==> src/rtl/fac_pkg.sv <==
package fac_pkg;
  // flash command cycle addresses and data
  localparam logic [11:0] ADDR_UNLOCK1 = 12'h555;
  localparam logic [11:0] ADDR_UNLOCK2 = 12'h2aa;
  localparam logic [7:0]  CMD_RESET    = 8'hf0;
  localparam logic [7:0]  CMD_SR_READ  = 8'h70;
  localparam logic [7:0]  CMD_SR_CLEAR = 8'h71;
  localparam logic [7:0]  CMD_UNLOCK1  = 8'haa;
  localparam logic [7:0]  CMD_UNLOCK2  = 8'h55;
  localparam logic [7:0]  CMD_PROGRAM  = 8'ha0;
  localparam logic [7:0]  CMD_WB_LOAD  = 8'h25;
  localparam logic [7:0]  CMD_EXIT_ENT = 8'h90;
  localparam logic [7:0]  CMD_EXIT     = 8'h00;
  localparam logic [7:0]  CMD_EXIT_ALT = 8'h03;
  localparam logic [7:0]  CMD_CONFIRM  = 8'h29;
  localparam int unsigned WB_MAX_WORDS = 256;
  // status register bit positions
  localparam int unsigned SR_READY_BIT = 7;
  localparam int unsigned SR_ABORT_BIT = 3;
  localparam int unsigned DQ_ABORT_BIT = 1;
  // apb register offsets
  localparam logic [7:0] REG_CMD    = 8'h00; // w: [7:0] data, [27:16] addr, [31:30] op
  localparam logic [7:0] REG_ADDR   = 8'h04; // full flash word address
  localparam logic [7:0] REG_RDATA  = 8'h08; // r: last read data
  localparam logic [7:0] REG_STATUS = 8'h0c; // r: busy, bits; w1c irq events
  localparam logic [7:0] REG_MASK   = 8'h10;
  localparam logic [7:0] REG_ERR    = 8'h14; // r: host-side protocol error flags
  // op codes in REG_CMD
  localparam logic [1:0] OP_WRITE = 2'h1;
  localparam logic [1:0] OP_READ  = 2'h2;
  // pin timing, cycles of ref_clk (100 ns)
  localparam int unsigned T_STROBE_NS = 200;
  localparam int unsigned CLK_NS      = 100;
  localparam int unsigned STROBE_CYC  = (T_STROBE_NS + CLK_NS - 1) / CLK_NS;
  // event bits
  localparam int unsigned EV_DONE  = 0;
  localparam int unsigned EV_ABORT = 1;
  localparam int unsigned EV_ERR   = 2;
  localparam int unsigned EV_W     = 3;

  typedef enum logic [1:0] {
    FAC_IDLE   = 2'b00,
    FAC_SETUP  = 2'b01,
    FAC_STROBE = 2'b10,
    FAC_HOLD   = 2'b11
  } fac_bus_st_t;

  // host view of the overlay the device is in
  typedef enum logic [3:0] {
    FAC_ARRAY  = 4'h0,
    FAC_LOCK   = 4'h1,
    FAC_LOCKPG = 4'h2,
    FAC_LOCKX  = 4'h3,
    FAC_QUERY  = 4'h4,
    FAC_SEC    = 4'h5,
    FAC_SECUL1 = 4'h6,
    FAC_SECUL2 = 4'h7,
    FAC_SECWC  = 4'h8,
    FAC_SECWD  = 4'h9,
    FAC_SECPG  = 4'ha,
    FAC_SECX   = 4'hb,
    FAC_ABORT  = 4'hc
  } fac_view_t;

  // flash pin bundle
  typedef struct packed {
    logic        ce_n;
    logic        we_n;
    logic        oe_n;
    logic [25:0] addr;
    logic [15:0] dq;
    logic        dq_oe;
  } fac_pins_t;
endpackage

==> src/rtl/fac_host.sv <==
`timescale 1ns/1ns
`default_nettype none
// How it works
// - leave lock overlay: 90 then 00 or 03
// - secure unlock two needs 55 at 2AA
// - buffer count at most 256, same sector
// - abort recovery is AA, 55, F0 sequence
module fac_host #(
  parameter int unsigned AW = 26
) (
  // clock and reset
  input  wire logic        ref_clk_i,
  input  wire logic        rst_n_i,
  input  wire logic        clk_en_i,
  // apb slave
  input  wire logic        psel_i,
  input  wire logic        penable_i,
  input  wire logic        pwrite_i,
  input  wire logic [7:0]  paddr_i,
  input  wire logic [31:0] pwdata_i,
  output logic [31:0]      prdata_o,
  output logic             pready_o,
  output logic             pslverr_o,
  // flash pins
  output logic             ce_n_o,
  output logic             we_n_o,
  output logic             oe_n_o,
  output logic [AW-1:0]    addr_o,
  output logic [15:0]      dq_o,
  output logic             dq_oe_o,
  input  wire logic [15:0] dq_i,
  // interrupt
  output logic             irq_o
);
  logic             rs1_q, rs_n_q;
  logic [15:0]      dq1_q, dq2_q;
  fac_pkg::fac_bus_st_t st_q, st_d;
  fac_pkg::fac_view_t   vw_q, vw_d;
  logic [1:0]       cnt_q, cnt_d;
  logic             wr_q, wr_d;
  logic [7:0]       cd_q, cd_d;
  logic [AW-1:0]    ad_q, ad_d, sa_q, sa_d;
  logic [15:0]      rd_q, rd_d;
  logic [8:0]       wc_q, wc_d;
  logic             srp_q, srp_d, abf_q, abf_d;
  logic [31:0]      prd_q, prd_d;
  logic             prdy_q, prdy_d, perr_q, perr_d;
  logic [fac_pkg::EV_W-1:0] ev_q, ev_d, msk_q, msk_d;
  logic             irq_q, irq_d;
  logic             ce_q, ce_d, we_q, we_d, oe_q, oe_d, dq_oe_q, dq_oe_d;
  logic [7:0]       err_q, err_d;
  logic             acc, issue;
  logic [fac_pkg::EV_W-1:0] ev_set;

  // reset release through two flops
  always_ff @(posedge ref_clk_i or negedge rst_n_i) begin
    if (!rst_n_i) begin
      rs1_q  <= 1'b0;
      rs_n_q <= 1'b0;
    end else begin
      rs1_q  <= 1'b1;
      rs_n_q <= rs1_q;
    end
  end

  // data pins cross in through two flops
  always_ff @(posedge ref_clk_i or negedge rs_n_q) begin
    if (!rs_n_q) begin
      dq1_q <= 16'h0000;
      dq2_q <= 16'h0000;
    end else if (clk_en_i) begin
      dq1_q <= dq_i;
      dq2_q <= dq1_q;
    end
  end

  function automatic logic is_cmd(input logic [AW-1:0] a, input logic [7:0] d,
                                  input logic [11:0] ea, input logic [7:0] ed,
                                  input logic any);
    is_cmd = (d == ed) && (any || a[11:0] == ea);
  endfunction

  assign acc   = psel_i && penable_i && !prdy_q;
  assign issue = acc && pwrite_i && paddr_i == fac_pkg::REG_CMD
                 && st_q == fac_pkg::FAC_IDLE;

  // command tracker, bus cycle engine and registers
  always_comb begin
    st_d = st_q; vw_d = vw_q; cnt_d = cnt_q; wr_d = wr_q; cd_d = cd_q;
    ad_d = ad_q; sa_d = sa_q; rd_d = rd_q; wc_d = wc_q; srp_d = srp_q;
    prd_d = prd_q; prdy_d = 1'b0; perr_d = 1'b0; msk_d = msk_q;
    ce_d = ce_q; we_d = we_q; oe_d = oe_q; err_d = err_q;
    ev_set = '0;
    if (acc) begin
      prdy_d = 1'b1;
      if (pwrite_i) begin
        case (paddr_i)
          fac_pkg::REG_CMD: begin
            if (st_q != fac_pkg::FAC_IDLE) perr_d = 1'b1; // busy refuses
            else begin
              wr_d = pwdata_i[31:30] == fac_pkg::OP_WRITE;
              cd_d = pwdata_i[7:0];
              ad_d = AW'(pwdata_i[27:16]) | (ad_q & ~AW'(12'hfff));
              st_d = fac_pkg::FAC_SETUP;
            end
          end
          fac_pkg::REG_ADDR:   ad_d = pwdata_i[AW-1:0];
          fac_pkg::REG_MASK:   msk_d = pwdata_i[fac_pkg::EV_W-1:0];
          fac_pkg::REG_STATUS: ;
          fac_pkg::REG_ERR:    err_d = err_q & ~pwdata_i[7:0];
          default:             perr_d = 1'b1;
        endcase
      end else begin
        case (paddr_i)
          fac_pkg::REG_CMD:    prd_d = {28'h0000000, vw_q};
          fac_pkg::REG_ADDR:   prd_d = 32'(ad_q);
          fac_pkg::REG_RDATA:  prd_d = {16'h0000, rd_q};
          fac_pkg::REG_STATUS: prd_d = {15'h0000, st_q != fac_pkg::FAC_IDLE,
                                        16'(ev_q)};
          fac_pkg::REG_MASK:   prd_d = 32'(msk_q);
          fac_pkg::REG_ERR:    prd_d = {24'h000000, err_q};
          default: begin
            prd_d  = 32'h00000000;
            perr_d = 1'b1;
          end
        endcase
      end
    end
    // pin sequencing: setup, strobe low, release
    case (st_q)
      fac_pkg::FAC_IDLE: ;
      fac_pkg::FAC_SETUP: begin
        ce_d = 1'b0; we_d = !wr_q; oe_d = wr_q;
        cnt_d = 2'(fac_pkg::STROBE_CYC); st_d = fac_pkg::FAC_STROBE;
      end
      fac_pkg::FAC_STROBE: begin
        if (cnt_q != 2'h0) cnt_d = cnt_q - 2'h1;
        else begin
          we_d = 1'b1; oe_d = 1'b1; st_d = fac_pkg::FAC_HOLD;
          if (!wr_q) rd_d = dq2_q; // sampled a sync delay after oe fall
        end
      end
      fac_pkg::FAC_HOLD: begin
        ce_d = 1'b1; st_d = fac_pkg::FAC_IDLE;
        if (!wr_q) begin
          if (srp_q) srp_d = 1'b0; // one status read only
          if (vw_q == fac_pkg::FAC_SECPG || vw_q == fac_pkg::FAC_LOCKPG) begin
            if (rd_q[fac_pkg::DQ_ABORT_BIT] && vw_q == fac_pkg::FAC_SECPG) begin
              vw_d = fac_pkg::FAC_ABORT; ev_set[fac_pkg::EV_ABORT] = 1'b1;
            end else if (rd_q[fac_pkg::SR_READY_BIT] && srp_q) begin
              vw_d = fac_pkg::FAC_ARRAY; ev_set[fac_pkg::EV_DONE] = 1'b1;
            end
          end
        end else begin
          // follow the device state on each written cycle
          case (vw_q)
            fac_pkg::FAC_ARRAY: ;
            fac_pkg::FAC_LOCK, fac_pkg::FAC_QUERY, fac_pkg::FAC_SEC: begin
              if (is_cmd(ad_q, cd_q, 12'h000, fac_pkg::CMD_RESET, 1'b1))
                vw_d = fac_pkg::FAC_ARRAY;
              else if (is_cmd(ad_q, cd_q, fac_pkg::ADDR_UNLOCK1, fac_pkg::CMD_SR_READ, 1'b0))
                srp_d = 1'b1;
              else if (vw_q == fac_pkg::FAC_LOCK && cd_q == fac_pkg::CMD_EXIT_ENT)
                vw_d = fac_pkg::FAC_LOCKX;
              else if (vw_q == fac_pkg::FAC_LOCK && cd_q == fac_pkg::CMD_PROGRAM)
                vw_d = fac_pkg::FAC_LOCKPG;
              else if (vw_q == fac_pkg::FAC_SEC &&
                       is_cmd(ad_q, cd_q, fac_pkg::ADDR_UNLOCK1, fac_pkg::CMD_UNLOCK1, 1'b0))
                vw_d = fac_pkg::FAC_SECUL1;
            end
            fac_pkg::FAC_LOCKX: begin
              if (cd_q == fac_pkg::CMD_EXIT || cd_q == fac_pkg::CMD_EXIT_ALT)
                vw_d = fac_pkg::FAC_ARRAY;
            end
            fac_pkg::FAC_LOCKPG: begin
              if (is_cmd(ad_q, cd_q, fac_pkg::ADDR_UNLOCK1, fac_pkg::CMD_SR_READ, 1'b0))
                srp_d = 1'b1;
              else err_d[0] = 1'b1; // reset/exit ignored while busy
            end
            fac_pkg::FAC_SECUL1, fac_pkg::FAC_ABORT: begin
              if (is_cmd(ad_q, cd_q, fac_pkg::ADDR_UNLOCK2, fac_pkg::CMD_UNLOCK2, 1'b0))
                vw_d = fac_pkg::FAC_SECUL2;
              else if (vw_q == fac_pkg::FAC_ABORT)
                vw_d = is_cmd(ad_q, cd_q, fac_pkg::ADDR_UNLOCK1, fac_pkg::CMD_UNLOCK1, 1'b0)
                       ? fac_pkg::FAC_SECUL1 : fac_pkg::FAC_ABORT;
              else if (abf_q) vw_d = fac_pkg::FAC_ABORT; // bad second unlock
              else if (cd_q == fac_pkg::CMD_RESET) vw_d = fac_pkg::FAC_ARRAY;
              else if (is_cmd(ad_q, cd_q, fac_pkg::ADDR_UNLOCK1, fac_pkg::CMD_SR_READ, 1'b0)) begin
                srp_d = 1'b1; vw_d = fac_pkg::FAC_SEC;
              end
            end
            fac_pkg::FAC_SECUL2: begin
              if (cd_q == fac_pkg::CMD_RESET) vw_d = fac_pkg::FAC_SEC;
              else if (abf_q) vw_d = fac_pkg::FAC_ABORT; // only reset recovers
              else if (is_cmd(ad_q, cd_q, fac_pkg::ADDR_UNLOCK1, fac_pkg::CMD_PROGRAM, 1'b0))
                vw_d = fac_pkg::FAC_SECPG; // one data write follows
              else if (cd_q == fac_pkg::CMD_WB_LOAD) begin
                sa_d = ad_q; vw_d = fac_pkg::FAC_SECWC;
              end else if (is_cmd(ad_q, cd_q, fac_pkg::ADDR_UNLOCK1, fac_pkg::CMD_EXIT_ENT, 1'b0))
                vw_d = fac_pkg::FAC_SECX;
            end
            fac_pkg::FAC_SECWC: begin
              // a count over the limit, or a count written off the start address, moves the view to abort
              if (9'(cd_q) + 9'h001 > 9'(fac_pkg::WB_MAX_WORDS) || ad_q != sa_q) begin
                vw_d = fac_pkg::FAC_ABORT; err_d[1] = 1'b1;
              end else begin
                wc_d = 9'(cd_q) + 9'h001; vw_d = fac_pkg::FAC_SECWD;
              end
            end
            fac_pkg::FAC_SECWD: begin
              if (wc_q == 9'h000)
                vw_d = fac_pkg::FAC_SECPG; // any write after the last word ends loading, whatever its data
              else if (ad_q[AW-1:8] != sa_q[AW-1:8]) begin
                vw_d = fac_pkg::FAC_ABORT; err_d[2] = 1'b1;
              end else wc_d = wc_q - 9'h001;
            end
            fac_pkg::FAC_SECPG: begin
              if (is_cmd(ad_q, cd_q, fac_pkg::ADDR_UNLOCK1, fac_pkg::CMD_SR_READ, 1'b0))
                srp_d = 1'b1;
              else if (!rd_q[fac_pkg::SR_READY_BIT]) err_d[3] = 1'b1; // ignored
              else if (cd_q == fac_pkg::CMD_RESET) vw_d = fac_pkg::FAC_ARRAY;
              else if (cd_q == fac_pkg::CMD_SR_CLEAR) vw_d = fac_pkg::FAC_SEC;
            end
            fac_pkg::FAC_SECX: begin
              if (cd_q == fac_pkg::CMD_EXIT) vw_d = fac_pkg::FAC_ARRAY;
              else if (is_cmd(ad_q, cd_q, fac_pkg::ADDR_UNLOCK1, fac_pkg::CMD_SR_READ, 1'b0)) begin
                srp_d = 1'b1; vw_d = fac_pkg::FAC_SEC;
              end
            end
            default: vw_d = fac_pkg::FAC_ARRAY;
          endcase
        end
        if (err_d != err_q) ev_set[fac_pkg::EV_ERR] = 1'b1;
      end
      default: st_d = fac_pkg::FAC_IDLE;
    endcase
    // overlay entry is tracked from software-set view: writes of view via REG_CMD op 3
    if (issue && pwdata_i[31:30] == 2'h3) begin
      vw_d = fac_pkg::fac_view_t'(pwdata_i[3:0]);
      st_d = fac_pkg::FAC_IDLE;
    end
    // abort flag lives only through the recovery unlocks; any abort entry raises the event
    abf_d = vw_d == fac_pkg::FAC_ABORT ||
            (abf_q && (vw_d == fac_pkg::FAC_SECUL1 || vw_d == fac_pkg::FAC_SECUL2));
    if (vw_d == fac_pkg::FAC_ABORT && vw_q != fac_pkg::FAC_ABORT)
      ev_set[fac_pkg::EV_ABORT] = 1'b1;
    dq_oe_d = wr_d && !ce_d; // registered so the enable comes straight from a flop
    // set wins over write-one-clear
    ev_d = ev_q;
    if (acc && pwrite_i && paddr_i == fac_pkg::REG_STATUS)
      ev_d = ev_q & ~pwdata_i[fac_pkg::EV_W-1:0];
    ev_d = ev_d | ev_set;
    irq_d = |(ev_d & msk_d);
  end

  // register stage
  always_ff @(posedge ref_clk_i or negedge rs_n_q) begin
    if (!rs_n_q) begin
      st_q <= fac_pkg::FAC_IDLE; vw_q <= fac_pkg::FAC_ARRAY;
      cnt_q <= 2'h0; wr_q <= 1'b0; cd_q <= 8'h00;
      ad_q <= '0; sa_q <= '0; rd_q <= 16'h0000; wc_q <= 9'h000; srp_q <= 1'b0; abf_q <= 1'b0;
      prd_q <= 32'h00000000; prdy_q <= 1'b0; perr_q <= 1'b0;
      ev_q <= '0; msk_q <= '0; irq_q <= 1'b0; err_q <= 8'h00;
      ce_q <= 1'b1; we_q <= 1'b1; oe_q <= 1'b1; dq_oe_q <= 1'b0;
    end else if (clk_en_i) begin
      st_q <= st_d; vw_q <= vw_d;
      cnt_q <= cnt_d; wr_q <= wr_d; cd_q <= cd_d;
      ad_q <= ad_d; sa_q <= sa_d; rd_q <= rd_d; wc_q <= wc_d; srp_q <= srp_d; abf_q <= abf_d;
      prd_q <= prd_d; prdy_q <= prdy_d; perr_q <= perr_d;
      ev_q <= ev_d; msk_q <= msk_d; irq_q <= irq_d; err_q <= err_d;
      ce_q <= ce_d; we_q <= we_d; oe_q <= oe_d; dq_oe_q <= dq_oe_d;
    end
  end

  // outputs straight from flops
  assign prdata_o  = prd_q;
  assign pready_o  = prdy_q;
  assign pslverr_o = perr_q;
  assign ce_n_o    = ce_q;
  assign we_n_o    = we_q;
  assign oe_n_o    = oe_q;
  assign addr_o    = ad_q;
  assign dq_o      = {8'h00, cd_q};
  assign dq_oe_o   = dq_oe_q; // drive only during a write cycle
  assign irq_o     = irq_q;
endmodule
`default_nettype wire

==> config.mk <==
export PLATFORM = sky130hd
export DESIGN_NAME = fac_host
export DESIGN_NICKNAME = d
export VERILOG_FILES = /design/src/rtl/fac_pkg.sv /design/src/rtl/fac_host.sv
export SDC_FILE = /design/constraint.sdc
export NUM_CORES = 1
export LEC_CHECK = 0
export BUFFER_PORTS_ARGS = -buffer_cell sky130_fd_sc_hd__buf_2
export CORE_MARGIN = 2
export CORE_UTILIZATION = 35
export CTS_BUF_LIST = sky130_fd_sc_hd__clkbuf_8
export CTS_CLUSTER_DIAMETER = 40
export CTS_CLUSTER_SIZE = 25
export DETAILED_ROUTE_END_ITERATION = 7
export GPL_TIMING_DRIVEN = 0
export PLACE_DENSITY = 0.66
export SLEW_MARGIN = 0
export SYNTH_ARGS = -nofsm -noshare
export SYNTH_HDL_FRONTEND = slang
export SYNTH_SLANG_ARGS = --single-unit
==> constraint.sdc <==
create_clock -name ref_clk_i -period 5 [get_ports ref_clk_i]
set_clock_uncertainty 0.2 [all_clocks]
set_input_delay 0.75 -clock ref_clk_i [delete_from_list [all_inputs] [get_ports ref_clk_i]]
set_output_delay 0.75 -clock ref_clk_i [all_outputs]
set_load 0.02 [all_outputs]
Yosys cells after proc, flatten, opt, wreduce, memory -nomap -nowiden
Index checks and enable logic that the tools add are counted.

storage, ports and cells
  input port bits = 62
  flip-flop bits (word level) = 183
  ROM bits = 0
  bits in latches = 0
  memory bits (writable) = 0
  memories = 0

operators by class
  muxes and demuxes = 98
  $lt $le $gt $ge = 1
  reductions and logical operators = 54
  shifts and indexed selects = 0
  divide/modulo/power cells = 0
  $add $sub $neg = 3
  equal/unequal tests = 51
  bitwise logic cells = 14
  multiply operators = 0

operator list
  cell                                                   number
  case mux 26 bit (6 select lines)                       1
  two-way mux 4 bit                                      33
  case mux 26 bit (2 select lines)                       1
  case mux 4 bit (9 select lines)                        1
  equality test 8 bit, second input constant             4
  two-way mux 1 bit                                      32
  two-way mux 9 bit                                      3
  two-way mux 26 bit                                     1
  != test 26 bit                                         1
  OR 12 x 26 -> 26 bit                                   1
  equality test 4 x 3 -> 1 bit, second input constant    6
  equality test 4 bit, second input constant             6
  equality test 8 x 7 -> 1 bit, second input constant    3
  two-way mux 8 bit                                      3
  logical AND 1 bit                                      20
  two-way mux 2 bit                                      9
  two-way mux 3 bit                                      6
  != test 18 bit                                         1
  case mux 9 bit (2 select lines)                        1
  equality test 8 x 4 -> 1 bit, second input constant    2
  equality test 8 x 5 -> 1 bit, second input constant    2
  logical NOT 8 bit                                      2
  AND reduction 7 bit                                    2
  equality test 12 x 10 -> 1 bit, second input constant  1
  41 further kinds                                       79

Longest topological paths before layout
  depth after elaboration = 18
  depth in mapped cells = 11

Worst setup path before layout
OpenSTA, ideal clock, no wires.

  path type = flip-flop to flip-flop
  from = register cd_q[0]
  to = register abf_q
  path buffers = 1
  library setup time = 0.080 ns
  clock period less this slack = 3.073 ns
  path slack = 1.927 ns
  required time = 4.720 ns
  cell stages (with the launch flop) = 11
  arrival time = 2.793 ns
  path through = dfrtp_1 -> inv_1 -> ha_1 -> or3b_4 -> or4_4 -> buf_6 -> a311oi_2 -> o311a_2 -> o21ai_2 -> o31a_1 -> o22ai_2

between the ends
  longest elaborated chain between the ends = 16
  elaborated cells between the ends (all ways) = 55

RTL lines
  element                                                       RTL line         source
  start: declaration                                            fac_host.sv:41   logic [7:0] cd_q, cd_d;
  start signal: assignment                                      fac_host.sv:260  cnt_q <= 2'h0; wr_q <= 1'b0; cd_q <= 8'h00;
  start signal: assignment                                      fac_host.sv:267  cnt_q <= cnt_d; wr_q <= wr_d; cd_q <= cd_d;
  branches (longest 8 deep; another with adder 8 x 1 -> 9 bit)  n/a
  case mux 4 bit (9 select lines) (*)                           fac_host.sv:156  case (vw_q)
  two-way mux 4 bit (*)                                         fac_host.sv:145  if (!wr_q) begin
  two-way mux 4 bit (*)                                         fac_host.sv:130  case (st_q)
  two-way mux 4 bit (*)                                         fac_host.sv:238  if (issue && pwdata_i[31:30] == 2'h3) begin
  equality test 4 x 3 -> 1 bit                                  fac_host.sv:244  (abf_q && (vw_d == fac_pkg::FAC_SECUL1 || vw_d == fac_pkg::FAC_SECUL2));
  logical OR 1 bit                                              fac_host.sv:244
  logical AND 1 bit                                             fac_host.sv:244
  logical OR 1 bit (*)                                          fac_host.sv:243  abf_d = vw_d == fac_pkg::FAC_ABORT ||
  end signal: assignment                                        fac_host.sv:261  ad_q <= '0; sa_q <= '0; rd_q <= 16'h0000; wc_q <= 9'h000; srp_q <= 1'b0; abf_q <= 1'b0;
  end signal: assignment                                        fac_host.sv:268  ad_q <= ad_d; sa_q <= sa_d; rd_q <= rd_d; wc_q <= wc_d; srp_q <= srp_d; abf_q <= abf_d;
  end: declaration                                              fac_host.sv:45   logic srp_q, srp_d, abf_q, abf_d;

Every way passes the cells marked *.
A chain may end at the register's enable or synchronous reset.

Final worst setup path
  from = register ad_q[8] (netlist: addr_o[8])
  to = register irq_q (netlist: irq_o)

between the ends
  longest elaborated chain between the ends = 18
  elaborated cells between the ends (all ways) = 56

RTL lines
  element                         RTL line         source
  start: declaration              fac_host.sv:42   logic [AW-1:0] ad_q, ad_d, sa_q, sa_d;
  start signal: assignment        fac_host.sv:261
  start signal: assignment        fac_host.sv:268
  equality test 12 x 11 -> 1 bit  fac_host.sv:80   is_cmd = (d == ed) && (any || a[11:0] == ea);
  logical AND 1 bit               fac_host.sv:80
  logical AND 1 bit               fac_host.sv:167  else if (vw_q == fac_pkg::FAC_SEC &&
  two-way mux 4 bit               fac_host.sv:167
  two-way mux 4 bit               fac_host.sv:165  else if (vw_q == fac_pkg::FAC_LOCK && cd_q == fac_pkg::CMD_PROGRAM)
  two-way mux 4 bit               fac_host.sv:163  else if (vw_q == fac_pkg::FAC_LOCK && cd_q == fac_pkg::CMD_EXIT_ENT)
  two-way mux 4 bit               fac_host.sv:161  else if (is_cmd(ad_q, cd_q, fac_pkg::ADDR_UNLOCK1, fac_pkg::CMD_SR_READ, 1'b0))
  two-way mux 4 bit               fac_host.sv:159  if (is_cmd(ad_q, cd_q, 12'h000, fac_pkg::CMD_RESET, 1'b1))
  [... 2 more ...]                n/a
  two-way mux 4 bit               fac_host.sv:130
  two-way mux 4 bit               fac_host.sv:238
  equality test 4 bit             fac_host.sv:245  if (vw_d == fac_pkg::FAC_ABORT && vw_q != fac_pkg::FAC_ABORT)
  logical AND 1 bit               fac_host.sv:245
  two-way mux 1 bit               fac_host.sv:245
  OR 3 bit (*)                    fac_host.sv:252  ev_d = ev_d | ev_set;
  AND 3 bit (*)                   fac_host.sv:253  irq_d = |(ev_d & msk_d);
  OR reduction 3 bit (*)          fac_host.sv:253
  end signal: assignment          fac_host.sv:270  ev_q <= ev_d; msk_q <= msk_d; irq_q <= irq_d; err_q <= err_d;
  end: declaration                fac_host.sv:49   logic irq_q, irq_d;

Every way passes the cells marked *; elsewhere a longest branch is shown, timed or not. The select of a mux whose other input is x is not followed.

==> results.md <==
- Worst skew pair latency: 0.47 ns
- Fillers: 2570
- Pwr Density: 306 nW/um^2
- Rows: 59
- RSZ-0062 raised after global routing: false
- CTS HTree Levels: 4
- Share of layout cells above drive strength 1: 28.1%
- CP max FO: 10
- Yosys warnings: 0
- Die Span Y: 166 um
- Final setup TNS: 0 ns
- Cell-internal power: 2220 uW
- Worst path required time: 5.18 ns
- Worst Path Arrival: 3.81 ns
- WHS: 0.164 ns
- Drt total wl: 27000 um
- Largest net degree at the start of global routing: 71
- Die X: 166 um
- Routed Antenna Nets: 0
- Upper clock frequency limit: between 200 and 300 MHz
- Register Area: 4440 sq um
- Global-route wire length before repair: 43200 um
- Fin util: 41.3%
- Die area: about 27000 sq um
- Final Hold Viols: 0
- Switching power: 1050 uW
- Clock power share: between 20% and 30%
- Hold crit path type: register to register
- Most frequent cells in the layout: dfrtp_1, buf_2, nand2_1, mux2_2, nor2_1
- Max-slew violation count: 0
- Clock sinks: 177
- Post-synth ARST share: between 90% and 100%
- PortBufs: between 100 and 150
- Clock tree buffer depth: 2
- Syn avg cell area: 10.2 sq um
- Total CTS buffers: 17
- HPWL after DPL: 20200 um
- Initial Util: between 30% and 40%
- Top_reg_cell synth: dfrtp_1
- Cell variety after synth: between 80 and 90
- Postcts setup bufs: 0
- Gr ovfl total: 0
- Sequential fraction of design power: 52.7%
- Startpoint class of the critical path: register
- M3 GR Usage: 4.48%
- # setup viols final: 0
- Nets: 1125
- CTS tree: done
- Vias in the first global route: 7655
- GRT met2 Usage: 31.8%
- Clock-pin slew of the registers on the worst-case setup and hold paths: roughly 0.1 ns
- Total Power: about 3300 uW
- Status: complete, no violations
- Cells after Synth: 899
- Core Region: 25900 sq um
- Initial DRC count: 540
- Measured slew at the worst slew-check pin: 1.05 ns
- Drt first pass iters: 7
- GR Util met1: 26.2%
- Seq/Total Area, Yosys: approximately 48%
- GP Congestion: 0.917
- Reg2Reg Setup Slack: 1.37 ns
- Initial antenna violation count: 0
- Commonest non-fill, non-tap cell in the layout: dfrtp_1
- Critical Path End Type: register
- Logic pwr share: between 10% and 20%
- Tmin final: 3.63 ns
- Via count: 7637
- Area of the multi-input gates: 4400 sq um
- ANT cells: 0
- Clock root cell: clkbuf_8
- Post-route DRC violation count: 0
- Synth Cell Area: 9160 sq um
- Max-cap violations: 0
- GRT Util Overall: 19.8%
- Via density: 5.44
- Max VDD drop: 0.196 mV
- Final period util: between 70 and 80%
- Static leakage: 0.00486 uW
- Switch share: 32.2%
- WL/cell: 19.2 um
- Grt peak-use layer: met2
- #FFs+latches synth: 177
- Area Overhead vs Synth: 16.7%
- Io pins: between 100 and 150
- Worst rel slew slack: 28.8%
- Crit path kind: register to register
- Post-synth EDFFs: 0
## critical path, cell delays in order (launching register included)
cell	delay, ns
dfrtp_1	0.62
and4bb_1	0.29
nand3_1	0.34
nor4_1	0.85
o221a_2	0.34
nand4_1	0.16
a41oi_2	0.33
nand4_1	0.19
o211ai_1	0.22
## cells by family (layout without fill, tap and decap cells)
logic type,count (synthesis),count (layout),synth area share [%]
other,2,15,0.0820
buffers and inverters,81,239,4.13
AOI/OAI and AO/OA,185,185,13.6
and+or+nand+nor,304,304,16.3
DFF,177,177,48.4
muxes,108,108,13.2
adders and majority gates,6,6,0.820
xor gates and xnor gates,36,36,3.44
## layer usage
layer	vias to the layer above	wire length, um
met5	-	0
met2	248	12600
met1	3801	11700
met3	44	1890
met4	0	769
li1	3544	-
## registers in the layout (all words and copies together), names as in the netlist, 2 cells and up
register	count
addr_o	26
cd_q	8
cnt_q	2
wc_q	9
prdata_o	26
dq1_q	16
st_q	2
vw_q	4
dq2_q	16
err_q	8
rd_q	16
ev_q	3
msk_q	3
sa_q	26
## Yosys cell counts, types with 4 or more instances
library cell / number / share of area (%)
a21boi_0: 4 / 0.33
a21o_1: 4 / 0.33
a21oi_1: 32 / 1.7
a221oi_1: 13 / 1.2
a22oi_1: 5 / 0.41
a31oi_1: 16 / 1.1
and3_1: 5 / 0.34
buf_2: 5 / 0.27
buf_4: 14 / 1.1
clkbuf_1: 42 / 1.7
dfrtp_1: 174 / 48
ha_1: 6 / 0.82
inv_1: 16 / 0.66
mux2_2: 99 / 12
mux2i_1: 9 / 0.98
nand2_1: 109 / 4.5
nand2b_1: 8 / 0.55
nand3_1: 19 / 1.0
nand4_1: 15 / 1.0
nor2_1: 75 / 3.1
nor2b_1: 7 / 0.48
nor3_1: 15 / 0.82
nor4_1: 12 / 0.82
nor4bb_1: 4 / 0.44
o21ai_0: 53 / 2.9
o22ai_1: 4 / 0.27
o31ai_1: 7 / 0.57
or4_1: 4 / 0.33
xnor2_1: 29 / 2.8
xor2_1: 7 / 0.67
## layout make-up
type	instances	area share, %
inverters	16	0.562
clock inverters	14	1.19
well taps	335	3.92
repair buffers	126	6.37
plain buffers	65	2.97
multi-input cells	654	41.2
flip-flops and latches	177	41.5
clock buffers	18	2.32
## power by group through the flow
stage	clock network [uW]	logic, uW	registers [uW]
after floorplan	0	363	1750
after global placement	0	556	1770
after detailed placement	0	595	1750
after CTS	972	597	1730
after global routing	1030	655	1740
final	949	595	1720
## path summary, 6_finish.rpt
| kind | startpoint | end | depth (start not counted) |
|---|---|---|---|
| worst min-delay path | rs1_q | rs_n_q | 0 |
| worst max register to register | addr_o[8] | irq_o | 8 |
| max in group asynchronous | rs_n_q | ce_n_o | 1 |
| min in group asynchronous | rs_n_q | addr_o[24] | 0 |
| worst max-delay path | addr_o[8] | irq_o | 8 |
| worst min register to register | rs1_q | rs_n_q | 0 |
## per-stage QoR
| step | setup WS (ns) | cell area [sq um] | instances |
|---|---|---|---|
| 3_5_place_dp | 1.19 | 10300 | 1372 |
| 3_3_place_gp | 0.729 | 10200 | 1370 |
| 2_1_floorplan | 1.88 | 9210 | 912 |
| 6_report | 1.37 | 10700 | 1405 |
| 5_1_grt | 1.27 | 10700 | 1405 |
| 4_1_cts | 1.49 | 10700 | 1405 |
## repair_timing
action	4_1_cts	5_1_grt
resized for setup	0	0
hold buffers	1	0
setup endpoints to repair	0	0
endpoints found under the hold margin	2	0
No activity file was read; power rests on OpenSTA's default activity.
